--- src/core/irw_pkg.sv ---
// Package: constants and types of the internal RC watchdog
package irw_pkg;
    localparam int CLK_FREQ_HZ = 125_000_000;
    localparam int RC_FREQ_HZ = 30_000;
    localparam int RC_DIV_CYC = CLK_FREQ_HZ / RC_FREQ_HZ;
    localparam int CNT_W = 16;
    localparam int SEL_W = 3;
    localparam int LIMIT_BASE_LOG2 = 9;
    localparam int HOLD_GAP_TICKS = 4;
    localparam int RST_PULSE_CYC = 8;
    localparam int RST_CNT_W = 4;
    localparam logic [7:0] OFS_CTRL = 8'h00;
    localparam logic [7:0] OFS_COUNT = 8'h04;
    localparam logic [7:0] OFS_STATUS = 8'h08;
    localparam logic [7:0] OFS_MASK = 8'h0c;
    localparam logic [7:0] OFS_KICK = 8'h10;
    localparam int CTRL_RUN_BIT = 5;
    localparam int CTRL_STBY_HI = 4;
    localparam int CTRL_STBY_LO = 3;
    localparam int CTRL_SEL_HI = 2;
    localparam int CTRL_SEL_LO = 0;
    localparam logic [7:0] CTRL_RESET = 8'h00;
    localparam logic [7:0] CTRL_KEEP_MASK = 8'h1f;
    localparam logic [7:0] CTRL_FLAG_MASK = 8'h80;
    localparam logic [7:0] KICK_VALUE = 8'h55;
    localparam logic [1:0] STBY_CONT0 = 2'h0;
    localparam logic [1:0] STBY_STOP = 2'h1;
    localparam logic [1:0] STBY_HOLD = 2'h2;
    localparam logic [1:0] STBY_CONT1 = 2'h3;
    localparam int EV_W = 2;
    localparam int EV_OVF = 0;
    localparam int EV_REFUSED = 1;
    localparam logic [1:0] STATUS_RESET = 2'h0;
    localparam logic [1:0] MASK_RESET = 2'h0;
    typedef enum logic [1:0] {GAP_IDLE, GAP_COUNT, GAP_KEEP} irw_gap_t;
endpackage : irw_pkg

--- src/core/irw_cnt_if.sv ---
// Interface: oscillator, counter and control signals of the watchdog
`timescale 1ns/100ps
interface irw_cnt_if #(parameter int CNT_W = 16, parameter int SEL_W = 3);
    logic osc_en;
    logic tick;
    logic count_en;
    logic clear;
    logic [SEL_W-1:0] sel;
    logic [CNT_W-1:0] count;
    logic ovf;
    modport ctl (output osc_en, output count_en, output clear, output sel,
                 input tick, input count, input ovf);
    modport osc (input osc_en, output tick);
    modport cnt (input tick, input count_en, input clear, input sel,
                 output count, output ovf);
endinterface : irw_cnt_if

--- src/core/irw_watchdog.sv ---
// Internal RC watchdog: Avalon-MM register slave, standby control, reset
`timescale 1ns/100ps
module irw_watchdog #(
    parameter int RC_DIV = irw_pkg::RC_DIV_CYC
) (
    input wire logic CLK,
    input wire logic RESETN,
    input wire logic [7:0] AVS_ADDRESS,
    input wire logic AVS_READ,
    input wire logic AVS_WRITE,
    input wire logic [31:0] AVS_WRITEDATA,
    input wire logic [3:0] AVS_BYTEENABLE,
    output logic [31:0] AVS_READDATA,
    output logic AVS_WAITREQUEST,
    input wire logic STANDBY,
    output logic WDT_RESET,
    output logic RC_OSC_EN,
    output logic IRQ
);
    irw_cnt_if #(.CNT_W(irw_pkg::CNT_W), .SEL_W(irw_pkg::SEL_W)) cbus ();

    logic wait_r;
    logic [31:0] rdata_r;
    logic [7:0] ctrl_r;
    logic [7:0] ctrl_nxt;
    logic [irw_pkg::EV_W-1:0] status_r;
    logic [irw_pkg::EV_W-1:0] status_nxt;
    logic [irw_pkg::EV_W-1:0] mask_r;
    logic [irw_pkg::EV_W-1:0] mask_nxt;
    logic irq_r;
    logic wdt_rst_r;
    logic [irw_pkg::RST_CNT_W-1:0] rst_cnt_r;
    logic [irw_pkg::RST_CNT_W-1:0] rst_cnt_nxt;
    logic osc_en_r;
    logic stby_d_r;
    irw_pkg::irw_gap_t gap_r;
    irw_pkg::irw_gap_t gap_nxt;
    logic [2:0] gap_cnt_r;
    logic [2:0] gap_cnt_nxt;

    // Bus decode
    wire wr_fire = AVS_WRITE & !wait_r & AVS_BYTEENABLE[0];
    wire [7:0] wbyte = AVS_WRITEDATA[7:0];
    wire sel_ctrl = (AVS_ADDRESS == irw_pkg::OFS_CTRL);
    wire sel_count = (AVS_ADDRESS == irw_pkg::OFS_COUNT);
    wire sel_status = (AVS_ADDRESS == irw_pkg::OFS_STATUS);
    wire sel_mask = (AVS_ADDRESS == irw_pkg::OFS_MASK);
    wire sel_kick = (AVS_ADDRESS == irw_pkg::OFS_KICK);
    wire wr_ctrl = wr_fire & sel_ctrl;
    wire wr_kick = wr_fire & sel_kick;

    // Control fields
    wire run = ctrl_r[irw_pkg::CTRL_RUN_BIT];
    wire [1:0] stby_mode = ctrl_r[irw_pkg::CTRL_STBY_HI:irw_pkg::CTRL_STBY_LO];
    wire mode_hold = (stby_mode == irw_pkg::STBY_HOLD);
    wire mode_stop = (stby_mode == irw_pkg::STBY_STOP);
    wire ovf = cbus.ovf;

    // Kick port stands for the immediate-move path; plain control writes never kick
    wire kick_fire = wr_kick & run & (wbyte == irw_pkg::KICK_VALUE);
    wire ctrl_load = (wr_ctrl | wr_kick) & !run;
    wire refused = wr_ctrl & run;

    // Standby handling
    wire stby_freeze = run & STANDBY & (mode_hold | mode_stop);
    wire stby_exit = stby_d_r & !STANDBY;
    wire keep_osc = (gap_r == irw_pkg::GAP_KEEP) |
                    ((gap_r == irw_pkg::GAP_COUNT) & STANDBY);
    wire osc_nxt = run & !(stby_freeze & !keep_osc) & !ovf;

    assign cbus.count_en = run & !stby_freeze;
    assign cbus.clear = !run | kick_fire;
    assign cbus.sel = ctrl_r[irw_pkg::CTRL_SEL_HI:irw_pkg::CTRL_SEL_LO];
    assign cbus.osc_en = osc_en_r;

    irw_rc_osc #(.DIV(RC_DIV)) u_osc (
        .clk(CLK),
        .rst_n(RESETN),
        .bus(cbus)
    );

    irw_wdt_counter #(.CNT_W(irw_pkg::CNT_W)) u_cnt (
        .clk(CLK),
        .rst_n(RESETN),
        .bus(cbus)
    );

    // Overflow wins over a software load in the same cycle
    always_comb begin
        ctrl_nxt = ctrl_r;
        if (ovf) begin
            ctrl_nxt = (ctrl_r & irw_pkg::CTRL_KEEP_MASK) | irw_pkg::CTRL_FLAG_MASK;
        end else if (ctrl_load) begin
            ctrl_nxt = wbyte;
        end
    end

    // Set wins over a write-one clear
    wire [irw_pkg::EV_W-1:0] ev_set = {refused, ovf};
    wire [irw_pkg::EV_W-1:0] w1c =
        (wr_fire & sel_status) ? wbyte[irw_pkg::EV_W-1:0] : '0;
    assign status_nxt = (status_r & ~w1c) | ev_set;
    assign mask_nxt = (wr_fire & sel_mask) ? wbyte[irw_pkg::EV_W-1:0] : mask_r;

    // Internal reset stretched so slow logic sees it
    assign rst_cnt_nxt = ovf ? irw_pkg::RST_CNT_W'(irw_pkg::RST_PULSE_CYC) :
                         (rst_cnt_r != '0) ? rst_cnt_r - 1'b1 : '0;

    // Gap tracker after a hold-mode standby exit
    always_comb begin
        gap_nxt = gap_r;
        gap_cnt_nxt = gap_cnt_r;
        case (gap_r)
            irw_pkg::GAP_IDLE: begin
                if (run & mode_hold & stby_exit) begin
                    gap_nxt = irw_pkg::GAP_COUNT;
                    gap_cnt_nxt = 3'h0;
                end
            end
            irw_pkg::GAP_COUNT: begin
                if (STANDBY) begin
                    gap_nxt = irw_pkg::GAP_KEEP;
                end else if (cbus.tick) begin
                    gap_cnt_nxt = gap_cnt_r + 3'h1;
                    if (gap_cnt_r == 3'(irw_pkg::HOLD_GAP_TICKS - 1)) begin
                        gap_nxt = irw_pkg::GAP_IDLE;
                    end
                end
            end
            irw_pkg::GAP_KEEP: begin
                if (stby_exit) begin
                    gap_nxt = irw_pkg::GAP_COUNT;
                    gap_cnt_nxt = 3'h0;
                end
            end
            default: begin
                gap_nxt = irw_pkg::GAP_IDLE;
            end
        endcase
        if (!run | !mode_hold) begin
            gap_nxt = irw_pkg::GAP_IDLE;
        end
    end

    wire [31:0] rd_mux =
        sel_ctrl ? {24'h000000, ctrl_r} :
        sel_count ? {16'h0000, cbus.count} :
        sel_status ? {30'h00000000, status_r} :
        sel_mask ? {30'h00000000, mask_r} : 32'h00000000;

    // One wait cycle per access; read data sampled with the request
    always_ff @(posedge CLK or negedge RESETN) begin
        if (!RESETN) begin
            wait_r <= 1'b1;
            rdata_r <= 32'h00000000;
        end else begin
            wait_r <= !((AVS_READ | AVS_WRITE) & wait_r);
            rdata_r <= (AVS_READ & wait_r) ? rd_mux : 32'h00000000;
        end
    end

    always_ff @(posedge CLK or negedge RESETN) begin
        if (!RESETN) begin
            ctrl_r <= irw_pkg::CTRL_RESET;
            status_r <= irw_pkg::STATUS_RESET;
            mask_r <= irw_pkg::MASK_RESET;
            irq_r <= 1'b0;
        end else begin
            ctrl_r <= ctrl_nxt;
            status_r <= status_nxt;
            mask_r <= mask_nxt;
            irq_r <= |(status_nxt & mask_nxt);
        end
    end

    always_ff @(posedge CLK or negedge RESETN) begin
        if (!RESETN) begin
            rst_cnt_r <= '0;
            wdt_rst_r <= 1'b0;
            osc_en_r <= 1'b0;
            stby_d_r <= 1'b0;
        end else begin
            rst_cnt_r <= rst_cnt_nxt;
            wdt_rst_r <= (rst_cnt_nxt != '0);
            osc_en_r <= osc_nxt;
            stby_d_r <= STANDBY;
        end
    end

    always_ff @(posedge CLK or negedge RESETN) begin
        if (!RESETN) begin
            gap_r <= irw_pkg::GAP_IDLE;
            gap_cnt_r <= 3'h0;
        end else begin
            gap_r <= gap_nxt;
            gap_cnt_r <= gap_cnt_nxt;
        end
    end

    assign AVS_READDATA = rdata_r;
    assign AVS_WAITREQUEST = wait_r;
    assign WDT_RESET = wdt_rst_r;
    assign RC_OSC_EN = osc_en_r;
    assign IRQ = irq_r;
endmodule : irw_watchdog

--- src/core/irw_rc_osc.sv ---
// Low-speed RC oscillator model: tick enable divided from the system clock
`timescale 1ns/100ps
module irw_rc_osc #(
    parameter int DIV = irw_pkg::RC_DIV_CYC
) (
    input wire logic clk,
    input wire logic rst_n,
    irw_cnt_if.osc bus
);
    localparam int DW = $clog2(DIV + 1);
    logic [DW-1:0] div_r;
    logic tick_r;

    // Stopped oscillator restarts with a whole period
    always_ff @(posedge clk or negedge rst_n) begin
        if (!rst_n) begin
            div_r <= '0;
            tick_r <= 1'b0;
        end else if (!bus.osc_en) begin
            div_r <= '0;
            tick_r <= 1'b0;
        end else if (div_r == DW'(DIV - 1)) begin
            div_r <= '0;
            tick_r <= 1'b1;
        end else begin
            div_r <= div_r + 1'b1;
            tick_r <= 1'b0;
        end
    end
    assign bus.tick = tick_r;
endmodule : irw_rc_osc

--- src/core/irw_wdt_counter.sv ---
// Watchdog up-counter with selectable overflow count
`timescale 1ns/100ps
module irw_wdt_counter #(
    parameter int CNT_W = irw_pkg::CNT_W
) (
    input wire logic clk,
    input wire logic rst_n,
    irw_cnt_if.cnt bus
);
    logic [CNT_W-1:0] cnt_r;
    logic [CNT_W-1:0] cnt_nxt;
    wire [CNT_W:0] limit = (CNT_W + 1)'(1) << (irw_pkg::LIMIT_BASE_LOG2 + int'(bus.sel));
    wire [CNT_W:0] limit_m1 = limit - 1'b1;
    wire step = bus.tick & bus.count_en & !bus.clear;
    wire hit = step & (cnt_r == limit_m1[CNT_W-1:0]);

    assign cnt_nxt = (bus.clear | hit) ? '0 : (step ? cnt_r + 1'b1 : cnt_r);
    always_ff @(posedge clk or negedge rst_n) begin
        if (!rst_n) begin
            cnt_r <= '0;
        end else begin
            cnt_r <= cnt_nxt;
        end
    end
    assign bus.count = cnt_r;
    assign bus.ovf = hit;
endmodule : irw_wdt_counter

--- config.mk ---
export PLATFORM = sky130hd
export DESIGN_NAME = irw_watchdog
export DESIGN_NICKNAME = d
export VERILOG_FILES = /design/src/core/irw_pkg.sv /design/src/core/irw_cnt_if.sv /design/src/core/irw_watchdog.sv /design/src/core/irw_rc_osc.sv /design/src/core/irw_wdt_counter.sv
export SDC_FILE = /design/constraint.sdc
export NUM_CORES = 1
export LEC_CHECK = 0
export BUFFER_PORTS_ARGS = -buffer_cell sky130_fd_sc_hd__buf_4
export CAP_MARGIN = 15
export CORE_MARGIN = 5
export CORE_UTILIZATION = 25
export CTS_BUF_LIST = sky130_fd_sc_hd__clkbuf_2 sky130_fd_sc_hd__clkbuf_4 sky130_fd_sc_hd__clkbuf_8
export CTS_CLUSTER_SIZE = 14
export DETAILED_ROUTE_END_ITERATION = 16
export GPL_ROUTABILITY_DRIVEN = 0
export PLACE_DENSITY = 0.45
export SYNTH_ARGS = -nofsm -noshare
export SYNTH_HDL_FRONTEND = slang
export SYNTH_SLANG_ARGS = --single-unit
--- constraint.sdc ---
create_clock -name CLK -period 3.75 [get_ports CLK]
set_input_delay 0.75 -clock CLK [delete_from_list [all_inputs] [get_ports CLK]]
set_output_delay 0.75 -clock CLK [all_outputs]
set_load 0.005 [all_outputs]
==> flow_summary.yaml, run 1 <==
clock_network:
  holdBufCountCts: 0
  numCtsBuffers: 9
  cts_htree_levels: 3
  postCtsSetupBuffers: 0
  clock-sinks: 72
  path_clk_slew_ns: 0.08
  cts_tree: "built"
  cts-root-buf: "clkbuf_8"
  clock_latency_ns: 0.34
  post_cts_resized: 0
  clock_path_buffers: 2
hold_path:
  min_from: "AVS_WAITREQUEST"
  worstHoldPathType: "flip-flop to flip-flop"
route:
  vias_per_cell: 4.46
  ant_nets: 0
  first_pass_iters: 4
  vias: 2677
  drt_iter0_markers: 118
  wire_per_inst_microns: 13.8
  drt_wl_total_mm: 8.27
  route.detailed.drc: 0
outcome:
  status: "finished, final reports clean"
run:
  cap_violations: 0
yosys:
  synth-edff-count: 0
  synthTopCellsByArea: "dfrtp_1 47%, xor2_1 4.7%, ha_1 3.3%"
  syn_inst: 374
  ys_types: 53
  syn_area_sq_um: 3750
  synthFlopType: "dfrtp_1"
  synth-seq-area-share: 0.480
  yosys.area.top_type_share: 0.473
  async_flop_share: 1.00
  ys_ff_latch: 72
  ys_warn_count: 0
  synth_area_leader_cell: "dfrtp_1"
  syn_area_per_cell_sq_um: 10.0
pwr:
  power-per-cell-area_nw_per_um2: 358
  p_comb_frac: 0.048
  p_sw_uw: 351
  leakage_uw: 0.00202
  peakVddDrop_uv: 156
  p_seq_frac: 0.501
  power.total_uw: 1570
  swShare: 0.223
  internal_power_uw: 1220
  clkPwrFrac: 0.451
global_route:
  grtUsageMet3: 0.0243
  met1_usage: 0.141
  grt_use_met2: 0.139
  grt_pass1_wl_mm: 13.8
  antenna_found_initial: 0
  grt_pass1_vias: 2694
  grt_max_degree: 73
  grt-ovfl-total: 0
  grt_usage: 0.0967
  top_usage_layer: "met1"
setup_path:
  cp_data_arrival_time_ns: 3.39
  worstPathRequired_ns: 3.95
  slowest_stage: "nor4_4"
  rr_startpoint: "ctrl_r[0]"
  end_kind: "flip-flop"
  crit_type: "flip-flop to flip-flop"
  max_stage_delay_ns: 0.51
  path_cells: "and2_1, ha_1, or4b_1, a21oi_1, o21ai_0, a221o_1, nor4_4, buf_4, nor3_1"
  crit_buf_inv: 1
  cp_top_family: "simple AND/OR/NAND/NOR gates"
  worstPathMaxFanout: 11
  cp-start-kind: "flip-flop"
  cp-startpoint: "ctrl_r[0]"
floorplanning:
  fp.dieW_microns: 133
  initial_utilization: 0.256
  num_rows: 44
  core-area_sq_um: 14600
  fp.dieH_microns: 133
  ioPinCount: 85
  die-area_sq_um: 17600
sta:
  fin_crit_ns: 3.19
  setup_violations: 0
  clock_skew_ns: 0.0115
  hold_violations: 0
  rsz0062_at_grt: "false"
  drv_slew: 0
  relSlewSlack: 0.317
  tightestPinTransition_ns: 0.999
  max_freq_mhz: 314
  period_share: 0.851
  whs_ns: 0.497
  final.setup.tns_ns: 0
final_layout:
  drive_gt1_frac: 0.168
  fill_cells: 1567
  areaGrowthSynthToFinish_pct: 17.1
  design_area_sq_um: 4400
  num_antenna_cells: 0
  layout.nets: 470
placed_design:
  port_buffers: 41
  place_area_sq_um: 4170
  hpwl_mm: 5.98
## routing by layer
metal  share of wire  wire (microns)  up-vias
li1                -               -     1338
met1            0.52            4260     1268
met2            0.42            3500       62
met3           0.048             397        9
met4           0.013             111        0
met5               0               0        -
## placed cells by master (no fill, tap or decap), drive strengths merged, types with 3 or more instances in the layout
cell type,count
xor2,20
buf,44
clkinv,3
nor4b,4
o21ai,9
mux2i,10
and3,17
mux2,4
dfrtp,71
nor2,33
ha,10
nand2,26
nor2b,7
nor3,17
a21oi,12
inv,16
or4,3
xnor2,8
nand2b,5
nor4,3
nand4,6
conb,16
and4,3
clkbuf,11
nand3,18
and2,6
## Yosys cell counts, types with 3 or more instances
cell type	count
nor2_1	33
and3_1	17
xnor2_1	8
mux2i_1	10
dfrtp_1	71
nand3_1	18
nor3_1	17
clkbuf_1	11
and4_1	3
nor2b_1	7
ha_1	10
mux2_2	4
a21oi_1	12
inv_1	16
xor2_1	20
o21ai_0	9
buf_4	16
nand2_1	26
or4_1	3
nand4_1	6
buf_2	3
and2_1	6
nor4b_1	4
nand2b_1	5
## final cells by class
cell class / instances / area [sq um] / area share
inverter: 16 / 60.1 / 0.0137
tap: 184 / 230 / 0.0524
sequential: 72 / 1800 / 0.410
timing repair buffer: 44 / 330 / 0.0751
multi-input combinational: 268 / 1740 / 0.396
clock inverter: 5 / 78.8 / 0.0179
clock buffer: 11 / 151 / 0.0344
## power by group through the flow
stage | clock [uW] | combinational (uW) | sequential [uW]
3_3_place_gp | 0 | 76.8 | 805
3_5_place_dp | 0 | 77.6 | 804
2_1_floorplan | 0 | 47.0 | 801
6_report | 710 | 75.0 | 789
5_1_grt | 770 | 86.3 | 790
4_1_cts | 732 | 77.9 | 789
## final timing paths
kind                       slack (ns)  cells after the start             endpoint
setup / recovery                 0.56                      9  u_cnt.bus.count[10]
hold / removal                   0.50                      1      AVS_WAITREQUEST
setup reg to reg                 0.56                      9  u_cnt.bus.count[10]
hold reg to reg                  0.50                      1      AVS_WAITREQUEST
max in group asynchronous        2.63                      1  u_cnt.bus.count[11]
min in group asynchronous        0.53                      1         rst_cnt_r[2]
## state kept, by name, summed over array words and instances, names as in the netlist
name,flops
IRQ,1
status_r,2
gap_cnt_r,3
rst_cnt_r,4
mask_r,2
WDT_RESET,1
u_cnt.bus.count,16
ctrl_r,8
RC_OSC_EN,1
stby_d_r,1
u_osc.div_r,13
AVS_READDATA,16
gap_r,2
AVS_WAITREQUEST,1
u_osc.bus.tick,1
## cells by family after synthesis
group	count (synthesis)	synth area share
AOI/OAI and AO/OA	38	0.0670
xor gates and xnor gates	28	0.0653
adders and majority gates	10	0.0333
buffers and inverters	49	0.0703
DFF	72	0.480
muxes	16	0.0507
other	1	0.000999
and+or+nand+nor	160	0.232
## through the flow
step                utilization  setup WS, ns  cells
global route              0.300         0.336    600
floorplan                     -         0.814    389
global placement          0.285         0.590    584
finish                    0.300         0.560    600
CTS                       0.300         0.549    600
detailed placement        0.285         0.563    584
No activity file was read; power rests on OpenSTA's default activity.
==> run 2: changes to the inputs <==
CORE_UTILIZATION = 56   (was 25)
PLACE_DENSITY = 0.84   (was 0.45)
==> run 2 against run 1 <==
Core utilization grew 36 points; via count grew 3.7%; die area shrank 52%.
==> flow_summary.yaml, run 2 (synthesized netlist as in run 1, its figures left out) <==
route:
  drt_iter0_markers: 112
  first_pass_iters: 4
  vias_per_cell: 5.64
  wire_per_inst_microns: 14.8
  ant_nets: 0
  route.detailed.drc: 0
  drt_wl_total_mm: 7.29
  vias: 2775
global_route:
  grt-ovfl-total: 0
  grt_pass1_wl_mm: 12.9
  grt_pass1_vias: 2796
  grt_max_degree: 73
  grt_usage: 0.189
  antenna_found_initial: 0
final_layout:
  multi_input_area_sq_um: 1740
  num_antenna_cells: 0
  drive_gt1_frac: 0.166
  layout.nets: 469
  fill_cells: 505
  areaGrowthSynthToFinish_pct: 12.4
  mostFrequentLayoutCells: "71 x dfrtp_1, 43 x buf_4, 33 x nor2_1, 26 x nand2_1, 20 x xor2_1"
  design_area_sq_um: 4220
  register_area_sq_um: 1800
  final_common_cell: "dfrtp_1"
floorplanning:
  die-area_sq_um: 8440
  num_rows: 29
  ioPinCount: 85
  fp.dieW_microns: 91.9
  initial_utilization: 0.584
  core-area_sq_um: 6420
  fp.dieH_microns: 91.9
run:
  cap_violations: 0
sta:
  period_share: 0.840
  tightestPinTransition_ns: 0.965
  hold_violations: 0
  setup_violations: 0
  max_freq_mhz: 318
  clock_skew_ns: 0.00640
  relSlewSlack: 0.340
  rsz0062_at_grt: "false"
  drv_slew: 0
  fin_crit_ns: 3.15
  final.setup.tns_ns: 0
placed_design:
  hpwl_mm: 5.34
  port_buffers: 41
  place_area_sq_um: 4030
clock_network:
  postCtsSetupBuffers: 0
  clock-sinks: 72
  clock_latency_ns: 0.34
  numCtsBuffers: 9
  clock_path_buffers: 2
  holdBufCountCts: 0
  cts_htree_levels: 3
  cts-root-buf: "clkbuf_8"
  cts_tree: "built"
  path_clk_slew_ns: 0.07
  post_cts_resized: 0
pwr:
  p_seq_frac: 0.548
  power-per-cell-area_nw_per_um2: 342
  internal_power_uw: 1120
  p_sw_uw: 322
  p_comb_frac: 0.051
  clkPwrFrac: 0.402
  leakage_uw: 0.00200
  peakVddDrop_uv: 206
  swShare: 0.223
setup_path:
  cp-start-kind: "flip-flop"
  worstPathRequired_ns: 3.94
  worstPathMaxFanout: 16
  cp_data_arrival_time_ns: 3.34
  ff2ff_path_depth: 9
  crit_type: "flip-flop to flip-flop"
  end_kind: "flip-flop"
hold_path:
  hold_depth: 2
  worstHoldPathType: "flip-flop to flip-flop"
outcome:
  status: "finished, final reports clean"
==> run 2: cell count changes in the layout (fill, tap and decap cells not counted), sizes merged <==
| cell | change |
|---|---|
| buf | -1 |
| bufinv | -2 |
| clkbuf | +3 |
| clkinv | -2 |
| clkinvlp | +1 |
==> run 2: layout make-up <==
type / instances / share of cell area
inverters: 16 / 0.0142
multi-input cells: 268 / 0.413
clock buffers: 14 / 0.0427
well taps: 77 / 0.0228
clock inverters: 2 / 0.00297
repair buffers: 43 / 0.0765
flip-flops and latches: 72 / 0.427
==> run 2: critical path, stage by stage, from the launching register on <==
cell	delay, ns
dfrtp_1	0.53
and2_1	0.24
ha_1	0.41
or4b_1	0.46
a21oi_1	0.15
o21ai_0	0.09
a221o_1	0.38
nor4_4	0.40
buf_4	0.26
nor3_1	0.08
==> run 2: power groups by stage <==
stage | clock, uW | combinational (uW) | sequential, uW
after global placement | 0 | 71.3 | 805
after CTS | 591 | 73.5 | 791
after floorplan | 0 | 47.0 | 801
after detailed placement | 0 | 73.4 | 805
after global routing | 626 | 83.3 | 792
final | 580 | 72.9 | 791
==> run 2: path summary, 6_finish.rpt <==
path                            slack, ns             endpoint          from
worst max-delay path                 0.60  u_cnt.bus.count[12]     ctrl_r[1]
worst min-delay path                 0.49         gap_cnt_r[2]  gap_cnt_r[2]
worst max register to register       0.60  u_cnt.bus.count[12]     ctrl_r[1]
worst min register to register       0.49         gap_cnt_r[2]  gap_cnt_r[2]
max in group asynchronous            2.67     AVS_READDATA[15]        RESETN
min in group asynchronous            0.52         rst_cnt_r[3]        RESETN
==> run 2: metrics by stage <==
step	std cells	util	total power (uW)	hold slack, ns	setup WS, ns
4_1_cts	492	0.657	1450	0.497	0.605
5_1_grt	492	0.657	1500	0.520	0.393
6_report	492	0.657	1440	0.487	0.602
3_3_place_gp	476	0.627	876	0.462	0.711
3_5_place_dp	476	0.627	879	0.480	0.638
2_1_floorplan	389	-	848	0.450	0.814
==> run 2: routing by layer <==
layer	share of wire	wire, microns	vias to the layer above	GRT usage
met5	0	0	-	0
met4	0.014	104	0	0.0953
met3	0.053	386	11	0.0245
met2	0.49	3560	92	0.306
met1	0.44	3240	1333	0.252
li1	-	-	1339	-
==> run 3: changes to the inputs <==
ABC_AREA = 1   (was not set)
clock period = 3.1 ns   (was 3.75 ns; I/O delays follow)
==> run 3 against run 2 <==
Synthesized area up 3.6%; total power grew 24%; routed wire length is 12% higher; via count up 17%; clock-buffer cell count decreased by 4; maximum frequency up 28%; first-iteration DRC count rose by 77%; sequential power is 20% higher; die area up 3.2%; final cell count is 28% higher; synthesized cell count rose by 29%; largest power group unchanged.
==> flow_summary.yaml, run 3 <==
floorplanning:
  initial_utilization: 0.572
  core-area_sq_um: 6790
  num_rows: 30
  ioPinCount: 85
  fp.dieH_microns: 93.3
  die-area_sq_um: 8710
  fp.dieW_microns: 93.3
setup_path:
  end_kind: "flip-flop"
  rr_startpoint: "ctrl_r[1]"
  crit_path_end: "u_cnt.bus.count[7]"
  reg2reg_slack_ns: 0.64
  r2r-end: "u_cnt.bus.count[7]"
  cp-startpoint: "ctrl_r[1]"
  worstPathRequired_ns: 3.33
  cp-start-kind: "flip-flop"
  cp_data_arrival_time_ns: 2.69
  worstPathMaxFanout: 13
  ff2ff_path_depth: 13
  crit_type: "flip-flop to flip-flop"
clock_network:
  postCtsSetupBuffers: 0
  clock_latency_ns: 0.35
  numCtsBuffers: 9
  post_cts_resized: 0
  cts_tree: "built"
  cts-root-buf: "clkbuf_8"
  path_clk_slew_ns: 0.08
  clock-sinks: 72
  cts_htree_levels: 3
  clock_path_buffers: 2
  holdBufCountCts: 0
pwr:
  p_comb_frac: 0.058
  power-per-cell-area_nw_per_um2: 405
  power.total_uw: 1790
  internal_power_uw: 1360
  p_sw_uw: 430
  p_seq_frac: 0.533
  swShare: 0.241
  clkPwrFrac: 0.408
  peakVddDrop_uv: 243
  leakage_uw: 0.00215
yosys:
  syn_area_per_cell_sq_um: 8.03
  ys_warn_count: 0
  synth-edff-count: 0
  synth_compound_area_frac: 0.0608
  synthFlopType: "dfrtp_1"
  async_flop_share: 1.00
  synth_top_family_by_area: "simple AND/OR/NAND/NOR gates"
  syn_area_sq_um: 3890
  synthAdderAreaFrac: 0.0322
  yosys-top-cells-count: "107 x nand2_1, 71 x dfrtp_1, 68 x inv_1"
  ys_types: 41
  yosys.area.top_type_share: 0.457
  synth-simple-area-share: 0.298
  syn_inst: 484
  synth_xor_area_frac: 0.0383
  synth-seq-area-share: 0.464
  muxShareOfSynthArea: 0
  ys_ff_latch: 72
  yosys.cell_count.top_type: "nand2_1"
  synth_area_leader_cell: "dfrtp_1"
  synthTopCellsByArea: "dfrtp_1 46%, nand2_1 10%, inv_1 6.6%"
placed_design:
  place_area_sq_um: 4220
  port_buffers: 41
  dpl_worst_slack_ns: 0.692
  hpwl_mm: 5.94
sta:
  hold_violations: 0
  fin_crit_ns: 2.46
  drv_slew: 0
  tightestPinTransition_ns: 0.891
  max_freq_mhz: 406
  final.setup.tns_ns: 0
  rsz0062_at_grt: "false"
  clock_skew_ns: 0.0111
  period_share: 0.794
  relSlewSlack: 0.406
  setup_ws_ns: 0.638
  setup_violations: 0
route:
  drt_wl_total_mm: 8.17
  vias: 3233
  drt_iter0_markers: 198
  route.detailed.drc: 0
  vias_per_cell: 5.12
  ant_nets: 0
  first_pass_iters: 4
  wire_per_inst_microns: 12.9
outcome:
  status: "finished, final reports clean"
global_route:
  grt-ovfl-total: 0
  antenna_found_initial: 0
  grt_max_degree: 73
  grt_pass1_wl_mm: 13.9
  grt_pass1_vias: 3144
  grt_usage: 0.200
run:
  cap_violations: 0
hold_path:
  worstHoldPathType: "input pin to async pin"
final_layout:
  layout.nets: 590
  num_antenna_cells: 0
  drive_gt1_frac: 0.168
  mostFrequentLayoutCells: "107 x nand2_1, 71 x dfrtp_1, 68 x inv_1, 55 x nor2_1, 41 x buf_4"
  final_common_cell: "nand2_1"
  fill_cells: 540
  design_area_sq_um: 4410
  areaGrowthSynthToFinish_pct: 13.5
==> run 3: cell count changes after synthesis, moves of 5 or more <==
cell      before  now
nand2_1       26  107
nor2_1        33   55
and3_1        17    0
nand2b_1       5    0
o21ai_0        9   19
clkbuf_1      11    1
nor2_2         0   16
nor2b_1        7    0
mux2i_1       10    0
inv_1         16   68
xor2_1        20   12
and2_1         6    1
nand3_1       18   31
==> run 3: through the flow <==
step                       util  hold WS, ns  instances
after floorplan               -        0.324        499
after global placement    0.621        0.464        616
after detailed placement  0.621        0.483        616
after CTS                 0.650        0.411        632
after global routing      0.650        0.416        632
final                     0.650        0.374        632
==> run 3: kinds of logic (layout without fill, tap and decap cells) <==
logic type,count (synthesis),in the layout
AOI/OAI and AO/OA,42,42
xor gates and xnor gates,17,17
adders and majority gates,10,10
buffers and inverters,90,127
DFF,72,72
other,1,16
and+or+nand+nor,252,252
==> run 3: worst max-delay path: stages (launching register included) <==
cell     delay, ns
dfrtp_1       0.49
nand2_1       0.19
inv_1         0.06
ha_1          0.30
nor2_1        0.30
nand2_2       0.10
nand2_2       0.07
nand2_1       0.05
nand2_1       0.06
nand2_2       0.06
nor2_4        0.13
nand3_4       0.19
nand2_4       0.26
nor2_1        0.08
==> run 3: per-layer routing <==
layer  routed length (microns)  global-route usage  vias up
li1                          -                   -     1587
met1                      3500               0.257     1499
met2                      3930               0.326      125
met3                       543              0.0426       22
met4                       199              0.0891        0
met5                         0                   0        -
==> run 3: how the worst min path moves through the flow <==
| stage | to | slack (ns) |
|---|---|---|
| floorplan | AVS_READDATA[0] | 0.32 |
| global placement | AVS_WAITREQUEST | 0.46 |
| finish | u_osc.div_r[4] | 0.37 |
| CTS | stby_d_r | 0.41 |
| global route | stby_d_r | 0.42 |
| detailed placement | AVS_WAITREQUEST | 0.48 |
==> run 3: area by class of cell <==
class,count,area (sq um),area share
inverters,70,263,0.0595
clock inverters,6,60.1,0.0136
multi-input cells,337,1730,0.392
clock buffers,10,131,0.0298
well taps,96,120,0.0272
repair buffers,41,308,0.0697
flip-flops and latches,72,1800,0.409
==> run 3: power by group through the flow <==
stage               registers, uW  clock network (uW)  logic (uW)
global route                  954                 786         118
floorplan                     970                   0        62.8
global placement              971                   0         101
CTS                           953                 738         104
detailed placement            971                   0         104
finish                        953                 729         104
